File: src/stack_mem_pkg.sv
// Function
// - no stack overflow check, wraps freely
// - stacks in register file or data memory
// - external stack ops always use data space
// - user pointer high ech, low edh
// - system pointer high eeh, low efh
// - space select instructions hold until changed
// - after data select, references use data
// - rom 0000-bfff, ram fd80-ffff decoded
// - ram same range in both spaces
// - vectors live in locations 0000-00ff
// - vector high byte even, low odd
// - push predecrements, pop postincrements pointer
// - register-file stack uses low byte only
// - select bit 1 internal, system resets 1
`default_nettype none
package stack_mem_pkg;
  // system register addresses
  localparam logic [7:0] USER_SP_HIGH_ADDR = 8'hec;
  localparam logic [7:0] USER_SP_LOW_ADDR = 8'hed;
  localparam logic [7:0] SYS_SP_HIGH_ADDR = 8'hee;
  localparam logic [7:0] SYS_SP_LOW_ADDR = 8'hef;
  localparam logic [7:0] CORE_MODE_ADDR = 8'heb;
  // stack select bit positions in the mode register
  localparam int SYS_SEL_BIT = 7;
  localparam int USER_SEL_BIT = 6;
  localparam logic SYS_SEL_RESET = 1'h1;
  localparam logic USER_SEL_RESET = 1'h1;
  localparam logic SPACE_RESET = 1'h0;
  // memory map, largest configuration
  localparam logic [15:0] ROM_LAST = 16'hbfff;
  localparam logic [15:0] RAM_FIRST = 16'hfd80;
  localparam logic [15:0] RAM_LAST = 16'hffff;
  localparam logic [15:0] VECTOR_LAST = 16'h00ff;
  // sequencer states
  typedef enum logic [2:0] {
    ST_IDLE = 3'b000,
    ST_PUSH_DEC = 3'b001,
    ST_PUSH_WR = 3'b010,
    ST_POP_RD = 3'b011,
    ST_POP_INC = 3'b100,
    ST_VEC_HI = 3'b101,
    ST_VEC_LO = 3'b110
  } seq_state_e;
endpackage
`default_nettype wire

File: src/mem_region_decode.sv
`timescale 1ns/1ps
`default_nettype none
// address to on-chip region; ram ignores the space flag
module mem_region_decode (
  // address in
  input wire logic [15:0] i_addr,
  // region hits
  output logic o_rom_hit,
  output logic o_ram_hit,
  output logic o_vector_hit
);
  // ram answers in program and data space alike
  assign o_ram_hit = (i_addr >= stack_mem_pkg::RAM_FIRST) &&
                     (i_addr <= stack_mem_pkg::RAM_LAST);
  // rom range starts at zero
  assign o_rom_hit = (i_addr <= stack_mem_pkg::ROM_LAST);
  // vector table area is the bottom of rom
  assign o_vector_hit = (i_addr <= stack_mem_pkg::VECTOR_LAST);
endmodule
`default_nettype wire

File: src/stack_pointer_memory_map.sv
`timescale 1ns/1ps
`default_nettype none
module stack_pointer_memory_map (
  // clock and reset
  input wire logic i_mclk,
  input wire logic i_rst,
  // system register port
  input wire logic [7:0] i_reg_addr,
  input wire logic i_reg_wr,
  input wire logic i_reg_rd,
  input wire logic [7:0] i_reg_wdata,
  output logic [7:0] o_reg_rdata,
  // space select instructions
  input wire logic i_set_data_space,
  input wire logic i_select_program_space_instr,
  // stack requests
  input wire logic i_stack_push,
  input wire logic i_stack_pop,
  input wire logic i_stack_user,
  input wire logic i_stack_word,
  input wire logic [15:0] i_push_data,
  output logic [15:0] o_pop_data,
  output logic o_stack_done,
  // vector fetch
  input wire logic i_vec_req,
  input wire logic [6:0] i_vec_num,
  output logic o_pc_load,
  output logic [15:0] o_pc_value,
  // ordinary memory references
  input wire logic i_mem_req,
  input wire logic i_mem_wr,
  input wire logic [15:0] i_mem_addr,
  input wire logic [7:0] i_mem_wdata,
  output logic o_busy,
  // access port, memory answers in the same cycle
  input wire logic [7:0] i_acc_rdata,
  output logic o_acc_valid,
  output logic o_acc_write,
  output logic [15:0] o_acc_addr,
  output logic [7:0] o_acc_wdata,
  output logic o_acc_regfile,
  output logic o_acc_data_space,
  output logic o_acc_rom,
  output logic o_acc_ram,
  output logic o_data_space
);
  // pointer storage, index 0 system, 1 user; no reset, contents undefined
  logic [15:0] sp_reg [2];
  // stack select bits, 1 means register file
  logic [1:0] sel_reg;
  stack_mem_pkg::seq_state_e state_reg, state_next;
  // latched request fields
  logic op_user_reg, op_word_reg, half_reg;
  logic [15:0] op_data_reg, vec_addr_reg;
  // access address candidates
  logic [15:0] next_addr;
  logic next_rom, next_ram, unused_vec_hit;
  logic start_pop, idle_ref;
  // step pointer by one, width follows stack location
  function automatic logic [15:0] sp_step(input logic [15:0] sp, input logic internal,
                                          input logic up);
    logic [15:0] full;
    logic [7:0] low;
    full = up ? sp + 16'h0001 : sp - 16'h0001;
    low = up ? sp[7:0] + 8'h01 : sp[7:0] - 8'h01;
    // no limit check: stack may run down to address zero and wrap
    sp_step = internal ? {sp[15:8], low} : full;
  endfunction
  // address that a stack access uses
  function automatic logic [15:0] sp_addr(input logic [15:0] sp, input logic internal);
    // high byte is reserved for register-file stacks
    sp_addr = internal ? {8'h00, sp[7:0]} : sp;
  endfunction
  // push wins over pop, stack ops win over vectors and plain references
  assign start_pop = (state_reg == stack_mem_pkg::ST_IDLE) && !i_stack_push && i_stack_pop;
  assign idle_ref = (state_reg == stack_mem_pkg::ST_IDLE) && !i_stack_push && !i_stack_pop &&
                    !i_vec_req && i_mem_req;
  // address presented on the next access, for region decode
  always_comb begin
    next_addr = i_mem_addr;
    case (state_reg)
      stack_mem_pkg::ST_PUSH_DEC: begin
        next_addr = sp_addr(sp_step(sp_reg[op_user_reg], sel_reg[op_user_reg], 1'b0),
                            sel_reg[op_user_reg]);
      end
      stack_mem_pkg::ST_POP_INC: begin
        next_addr = sp_addr(sp_step(sp_reg[op_user_reg], sel_reg[op_user_reg], 1'b1),
                            sel_reg[op_user_reg]);
      end
      stack_mem_pkg::ST_VEC_HI: begin
        next_addr = vec_addr_reg | 16'h0001;
      end
      default: begin
        if (start_pop) begin
          next_addr = sp_addr(sp_reg[i_stack_user], sel_reg[i_stack_user]);
        end else if (i_vec_req && !i_stack_push) begin
          next_addr = {8'h00, i_vec_num, 1'b0};
        end
      end
    endcase
  end
  mem_region_decode u_decode (
    .i_addr(next_addr),
    .o_rom_hit(next_rom),
    .o_ram_hit(next_ram),
    .o_vector_hit(unused_vec_hit)
  );
  // space selection holds until the other instruction runs
  always_ff @(posedge i_mclk) begin
    if (i_rst) begin
      o_data_space <= stack_mem_pkg::SPACE_RESET;
    end else if (i_set_data_space) begin
      o_data_space <= 1'b1;
    end else if (i_select_program_space_instr) begin
      o_data_space <= 1'b0;
    end
  end
  // stack select bits, written through the mode register address
  always_ff @(posedge i_mclk) begin
    if (i_rst) begin
      sel_reg <= {stack_mem_pkg::USER_SEL_RESET, stack_mem_pkg::SYS_SEL_RESET};
    end else if (i_reg_wr && i_reg_addr == stack_mem_pkg::CORE_MODE_ADDR) begin
      sel_reg <= {i_reg_wdata[stack_mem_pkg::USER_SEL_BIT],
                  i_reg_wdata[stack_mem_pkg::SYS_SEL_BIT]};
    end
  end
  // pointers: sequencer steps win over a same-cycle software write
  always_ff @(posedge i_mclk) begin
    if (state_reg == stack_mem_pkg::ST_PUSH_DEC) begin
      sp_reg[op_user_reg] <= sp_step(sp_reg[op_user_reg], sel_reg[op_user_reg], 1'b0);
    end else if (state_reg == stack_mem_pkg::ST_POP_INC) begin
      sp_reg[op_user_reg] <= sp_step(sp_reg[op_user_reg], sel_reg[op_user_reg], 1'b1);
    end else if (i_reg_wr) begin
      if (i_reg_addr == stack_mem_pkg::USER_SP_HIGH_ADDR) begin
        sp_reg[1][15:8] <= i_reg_wdata;
      end else if (i_reg_addr == stack_mem_pkg::USER_SP_LOW_ADDR) begin
        sp_reg[1][7:0] <= i_reg_wdata;
      end else if (i_reg_addr == stack_mem_pkg::SYS_SP_HIGH_ADDR) begin
        sp_reg[0][15:8] <= i_reg_wdata;
      end else if (i_reg_addr == stack_mem_pkg::SYS_SP_LOW_ADDR) begin
        sp_reg[0][7:0] <= i_reg_wdata;
      end
    end
  end
  // register read port, unmapped addresses read zero
  always_ff @(posedge i_mclk) begin
    if (i_rst) begin
      o_reg_rdata <= 8'h00;
    end else if (i_reg_rd) begin
      if (i_reg_addr == stack_mem_pkg::USER_SP_HIGH_ADDR) begin
        o_reg_rdata <= sp_reg[1][15:8];
      end else if (i_reg_addr == stack_mem_pkg::USER_SP_LOW_ADDR) begin
        o_reg_rdata <= sp_reg[1][7:0];
      end else if (i_reg_addr == stack_mem_pkg::SYS_SP_HIGH_ADDR) begin
        o_reg_rdata <= sp_reg[0][15:8];
      end else if (i_reg_addr == stack_mem_pkg::SYS_SP_LOW_ADDR) begin
        o_reg_rdata <= sp_reg[0][7:0];
      end else if (i_reg_addr == stack_mem_pkg::CORE_MODE_ADDR) begin
        o_reg_rdata <= {sel_reg[0], sel_reg[1], 6'h00};
      end else begin
        o_reg_rdata <= 8'h00;
      end
    end
  end
  // sequencer next state
  always_comb begin
    state_next = state_reg;
    case (state_reg)
      stack_mem_pkg::ST_IDLE: begin
        if (i_stack_push) begin
          state_next = stack_mem_pkg::ST_PUSH_DEC;
        end else if (i_stack_pop) begin
          state_next = stack_mem_pkg::ST_POP_RD;
        end else if (i_vec_req) begin
          state_next = stack_mem_pkg::ST_VEC_HI;
        end
      end
      stack_mem_pkg::ST_PUSH_DEC: state_next = stack_mem_pkg::ST_PUSH_WR;
      stack_mem_pkg::ST_PUSH_WR: begin
        state_next = (op_word_reg && !half_reg) ? stack_mem_pkg::ST_PUSH_DEC
                                                : stack_mem_pkg::ST_IDLE;
      end
      stack_mem_pkg::ST_POP_RD: state_next = stack_mem_pkg::ST_POP_INC;
      stack_mem_pkg::ST_POP_INC: begin
        state_next = (op_word_reg && !half_reg) ? stack_mem_pkg::ST_POP_RD
                                                : stack_mem_pkg::ST_IDLE;
      end
      stack_mem_pkg::ST_VEC_HI: state_next = stack_mem_pkg::ST_VEC_LO;
      default: state_next = stack_mem_pkg::ST_IDLE;
    endcase
  end
  // state register
  always_ff @(posedge i_mclk) begin
    if (i_rst) begin
      state_reg <= stack_mem_pkg::ST_IDLE;
    end else begin
      state_reg <= state_next;
    end
  end
  // request latch and word half tracking
  always_ff @(posedge i_mclk) begin
    if (i_rst) begin
      op_user_reg <= 1'b0;
      op_word_reg <= 1'b0;
      half_reg <= 1'b0;
      op_data_reg <= 16'h0000;
      vec_addr_reg <= 16'h0000;
    end else if (state_reg == stack_mem_pkg::ST_IDLE) begin
      op_user_reg <= i_stack_user;
      op_word_reg <= i_stack_word;
      half_reg <= 1'b0;
      op_data_reg <= i_push_data;
      vec_addr_reg <= {8'h00, i_vec_num, 1'b0};
    end else if (state_reg == stack_mem_pkg::ST_PUSH_WR ||
                 state_reg == stack_mem_pkg::ST_POP_INC) begin
      half_reg <= 1'b1;
    end
  end
  // access port drive, one byte per access
  always_ff @(posedge i_mclk) begin
    if (i_rst) begin
      o_acc_valid <= 1'b0;
      o_acc_write <= 1'b0;
      o_acc_addr <= 16'h0000;
      o_acc_wdata <= 8'h00;
      o_acc_regfile <= 1'b0;
      o_acc_data_space <= 1'b0;
      o_acc_rom <= 1'b0;
      o_acc_ram <= 1'b0;
    end else begin
      o_acc_addr <= next_addr;
      o_acc_rom <= next_rom;
      o_acc_ram <= next_ram;
      o_acc_valid <= 1'b0;
      o_acc_write <= 1'b0;
      if (state_reg == stack_mem_pkg::ST_PUSH_DEC) begin
        // low byte first so the high byte ends at the lower address
        o_acc_valid <= 1'b1;
        o_acc_write <= 1'b1;
        o_acc_wdata <= (!op_word_reg || !half_reg) ? op_data_reg[7:0] : op_data_reg[15:8];
        o_acc_regfile <= sel_reg[op_user_reg];
        o_acc_data_space <= 1'b1;
      end else if (state_reg == stack_mem_pkg::ST_POP_INC && op_word_reg && !half_reg) begin
        o_acc_valid <= 1'b1;
        o_acc_regfile <= sel_reg[op_user_reg];
        o_acc_data_space <= 1'b1;
      end else if (state_reg == stack_mem_pkg::ST_VEC_HI) begin
        o_acc_valid <= 1'b1;
        o_acc_regfile <= 1'b0;
        o_acc_data_space <= 1'b0;
      end else if (start_pop) begin
        o_acc_valid <= 1'b1;
        o_acc_regfile <= sel_reg[i_stack_user];
        o_acc_data_space <= 1'b1;
      end else if (state_reg == stack_mem_pkg::ST_IDLE && !i_stack_push && i_vec_req) begin
        // vectors are fetched from program space
        o_acc_valid <= 1'b1;
        o_acc_regfile <= 1'b0;
        o_acc_data_space <= 1'b0;
      end else if (idle_ref) begin
        o_acc_valid <= 1'b1;
        o_acc_write <= i_mem_wr;
        o_acc_wdata <= i_mem_wdata;
        o_acc_regfile <= 1'b0;
        // follows the space selected by the last instruction
        o_acc_data_space <= o_data_space;
      end
    end
  end
  // pop data, done pulse, program counter load
  always_ff @(posedge i_mclk) begin
    if (i_rst) begin
      o_pop_data <= 16'h0000;
      o_stack_done <= 1'b0;
      o_pc_load <= 1'b0;
      o_pc_value <= 16'h0000;
      o_busy <= 1'b0;
    end else begin
      o_stack_done <= (state_reg == stack_mem_pkg::ST_PUSH_WR ||
                       state_reg == stack_mem_pkg::ST_POP_INC) &&
                      (state_next == stack_mem_pkg::ST_IDLE);
      o_pc_load <= (state_reg == stack_mem_pkg::ST_VEC_LO);
      o_busy <= (state_next != stack_mem_pkg::ST_IDLE);
      if (state_reg == stack_mem_pkg::ST_POP_RD) begin
        // read before the pointer moves; first byte is the high byte
        o_pop_data <= op_word_reg ? {o_pop_data[7:0], i_acc_rdata}
                                  : {8'h00, i_acc_rdata};
      end
      if (state_reg == stack_mem_pkg::ST_VEC_HI) begin
        o_pc_value[15:8] <= i_acc_rdata;
      end else if (state_reg == stack_mem_pkg::ST_VEC_LO) begin
        o_pc_value[7:0] <= i_acc_rdata;
      end
    end
  end
endmodule
`default_nettype wire

File: config.mk
export PLATFORM = sky130hd
export DESIGN_NAME = stack_pointer_memory_map
export DESIGN_NICKNAME = d
export VERILOG_FILES = /design/src/stack_mem_pkg.sv /design/src/mem_region_decode.sv /design/src/stack_pointer_memory_map.sv
export SDC_FILE = /design/constraint.sdc
export NUM_CORES = 1
export LEC_CHECK = 0
export BUFFER_PORTS_ARGS = -buffer_cell sky130_fd_sc_hd__clkbuf_2
export CORE_MARGIN = 2
export CORE_UTILIZATION = 27
export CTS_CLUSTER_SIZE = 28
export DETAILED_ROUTE_END_ITERATION = 8
export PLACE_DENSITY = 0.47
export SYNTH_ARGS = -nofsm -noshare
export SYNTH_HDL_FRONTEND = slang
export SYNTH_SLANG_ARGS = --single-unit
export TNS_END_PERCENT = 5
File: constraint.sdc
create_clock -name i_mclk -period 3.56 [get_ports i_mclk]
set_input_delay 1.068 -clock i_mclk [delete_from_list [all_inputs] [get_ports i_mclk]]
set_output_delay 1.068 -clock i_mclk [all_outputs]
set_load 0.01 [all_outputs]
==> flow_summary_export.csv <==
group,metric,value,unit
run_status,outcome,"finished clean",
floorplanning,start_util,0.2756,
global_route,grt_max_degree,90,
worst_setup_path,worst_ep_required_time,3.75,ns
floorplanning,die_y,172.6,um
floorplanning,ioPinCount,158,
clock_tree,numCtsBuffers,17,
timing,fin_tns_setup,0,ns
timing,hold_viol,0,
floorplanning,dieArea,0.02980,mm^2
timing,max_slew.worst_pin.slew,1.039,ns
yosys,synth_area_leaders,"dfxtp_1, edfxtp_1, nand2_1",
clock_tree,htreeDepth,4,
finish,layout-drive-gt1-share,0.2653,
timing,period_share,0.7972,
power,p_leak,3.684,nW
finish,largest_reg_flops,32,
timing,max_freq,352.3,MHz
yosys,synth_xor_area_frac,0.03162,
yosys,yosysWarnings,0,
yosys,synthArstFlopShare,0,
worst_setup_path,critPathKind,"reg -> reg",
power,power_frac_comb,0.223,
yosys,ys.flop_type,"dfxtp_1",
power,peakVddDrop,0.2680,mV
yosys,yosys.area_share.adder,0.003259,
power,p_int,3.319,mW
clock_tree,clk_path_buf_depth,2,
yosys,synthMuxAreaShare,0.1072,
timing,slew_viol_final,0,
yosys,synthCells,906,
route,drc,0,
timing,maxSlewHeadroom,0.2998,
power,swShare,0.3316,
yosys,synth_top_family_by_area,"simple AND/OR/NAND/NOR gates",
timing,rsz0062_at_grt,"false",
clock_tree,cts.repair.resized,0,
job,drv_cap,0,
yosys,synth-compound-area-share,0.1794,
global_route,grt-ovfl-total,0,
finish,num-nets-final,1136,
finish,fill_cells,2970,
route,first_pass_iters,5,
route,wl,26880,um
finish,final_core_util,0.3427,
power,power.density,520.0,mW/mm^2
yosys,synth_top_area_share,0.2764,
finish,fin_area,0.009548,mm^2
place,gp_congestion,0.8744,
global_route,grt_pass1_wl,41480,um
worst_setup_path,cp_top_family,"multiplexers",
route,vias,7288,
worst_setup_path,endpoint_kind,"flip-flop",
global_route,grt_antenna_before_repair,0,
worst_setup_path,critPathMaxFanout,39,
yosys,synth_most_common_cell,"nand2_1",
finish,antenna_cells,0,
global_route,grt_usage,0.1765,
finish,syn_to_final_growth,24.36,%
place,hpwlAfterDp,19730,um
worst_setup_path,crit_path_cell_trace,"buf_12, mux2i_1, o2111ai_4, or4_1, o21ai_2, xor2_2, nor2_1, mux2_2",
floorplanning,coreArea,0.02786,mm^2
place,place_area,0.008904,mm^2
timing,final-setup-viol-count,0,
yosys,synth_common_cells,"nand2_1, a21oi_1, dfxtp_1, nor2_1, nand3_1",
power,p_sw,1.646,mW
timing,fin_crit,2.838,ns
clock_tree,post_cts_buffers,0,
clock_tree,cts_tree,"yes",
yosys,ys_ff_latch,138,
floorplanning,fp.dieW,172.6,um
clock_tree,cts_sinks,138,
timing,fin_hold_ws,0.4525,ns
worst_setup_path,cp.arrival,3.02,ns
yosys,syn_area,0.007677,mm^2
clock_tree,clock_latency,0.43,ns
route,post_drt_wl_per_cell,18.65,um
global_route,grt_pass1_vias,7143,
power,clockPowerShare,0.394,
route,first_iter_violations,568,
yosys,yosys.area_share.simple,0.2365,
clock_tree,root_buffer,"clkbuf_16",
clock_tree,clk_pin_slew_worst_paths,0.07,ns
worst_setup_path,slowest_delay,0.55,ns
route,antenna_left,0,
timing,clock_skew,0.01174,ns
worst_setup_path,cp-start-kind,"flip-flop",
floorplanning,num_rows,61,
yosys,synth-edff-count,32,
yosys,yosys.area.top_type,"dfxtp_1",
route,vias_per_cell,5.058,
worst_setup_path,crit_buf_inv,1,
worst_hold_path,hold_path_class,"reg -> reg",
yosys,synth.distinct_cells,81,
worst_setup_path,slowest_stage,"or4_1",
yosys,ys_seq_area_frac,0.4016,
yosys,syn_area_per_cell,8.474,um^2
place,portBuffers,157,
power,p_seq_frac,0.382,
clock_tree,cts_hold_buffers,0,
yosys,syn_nets,992,
-- power by group through the flow --
stage | Combinational [mW] | Sequential [mW] | Clock, mW
after global placement | 1.10 | 1.93 | 0
after detailed placement | 1.10 | 1.93 | 0
final | 1.11 | 1.90 | 1.96
after global routing | 1.22 | 1.92 | 2.05
after floorplan | 0.737 | 1.89 | 0
after CTS | 1.11 | 1.90 | 1.99
-- worst paths after layout --
path,startpoint,endpoint,slack (ns),cells past startpoint
max,flip-flop,sp_reg[1][10],0.72,8
min,o_pop_data[12],o_pop_data[12],0.45,2
min reg2reg,o_pop_data[12],o_pop_data[12],0.45,2
max reg2reg,flip-flop,sp_reg[1][10],0.72,8
-- kinds of logic after synthesis --
logic type | after synthesis
XOR/XNOR | 26
multiplexers | 76
flip-flops | 138
AO/OA/AOI/OAI | 221
AND/OR/NAND/NOR | 376
adder cells (fa/ha/maj) | 2
buffers and inverters | 67
-- worst reg2reg max path: stages (launching register included) --
cell and delay [ns]:
dfxtp_1 0.45, buf_12 0.26, mux2i_1 0.44, o2111ai_4 0.28, or4_1 0.55, o21ai_2 0.10, xor2_2 0.21, nor2_1 0.06
mux2_2 0.25
-- through the flow --
| stage | std cells | power, mW | worst slack [ns] |
|---|---|---|---|
| final | 1441 | 4.965 | 0.7218 |
| after global routing | 1441 | 5.187 | 0.5014 |
| after CTS | 1441 | 4.999 | 0.7381 |
| after detailed placement | 1409 | 3.035 | 0.6417 |
| after global placement | 1409 | 3.039 | 0.6472 |
| after floorplan | 906 | 2.630 | 0.6659 |
-- layout make-up --
cell class / count / area (um^2) / area share
Multi-Input combinational cell: 701 / 4294 / 0.4497
Tap cell: 378 / 473.0 / 0.04953
Clock inverter: 14 / 193.9 / 0.02031
Sequential cell: 138 / 3083 / 0.3229
Clock buffer: 18 / 450.4 / 0.04718
Timing Repair Buffer: 186 / 1031 / 0.1080
Inverter: 6 / 22.52 / 0.002359
-- per-layer routing --
metal | vias up | track usage | share of wire
met5 | - | 0 | 0
met4 | 0 | 0.04915 | 0.018
met3 | 29 | 0.03716 | 0.057
met2 | 230 | 0.2826 | 0.46
met1 | 3465 | 0.2400 | 0.46
li1 | 3564 | - | -
-- layout by cell type (no fill, tap or decap), types with 4 or more instances in the layout --
master,netlist,routed
nand2_1,157,157
a211oi_1,6,6
o2111ai_1,6,6
a222oi_1,4,4
and3_1,8,8
nor2b_1,6,6
clkbuf_16,0,18
nand3b_1,4,4
edfxtp_1,32,32
mux2i_1,39,39
buf_4,4,28
clkbuf_2,0,156
a311oi_1,10,10
xor2_1,9,9
nand4_1,7,7
inv_1,6,6
or3_1,8,8
nor3_1,18,17
nor4_1,8,8
o31ai_1,5,5
mux2_2,34,34
o21ai_0,25,25
nor2_1,71,71
a31oi_1,11,11
a21oi_1,116,116
inv_6,0,4
nand3_1,46,46
nand2b_1,14,14
a22oi_1,5,5
xnor2_1,15,15
inv_8,0,4
dfxtp_1,106,106
(Power assumes the default switching activity.)
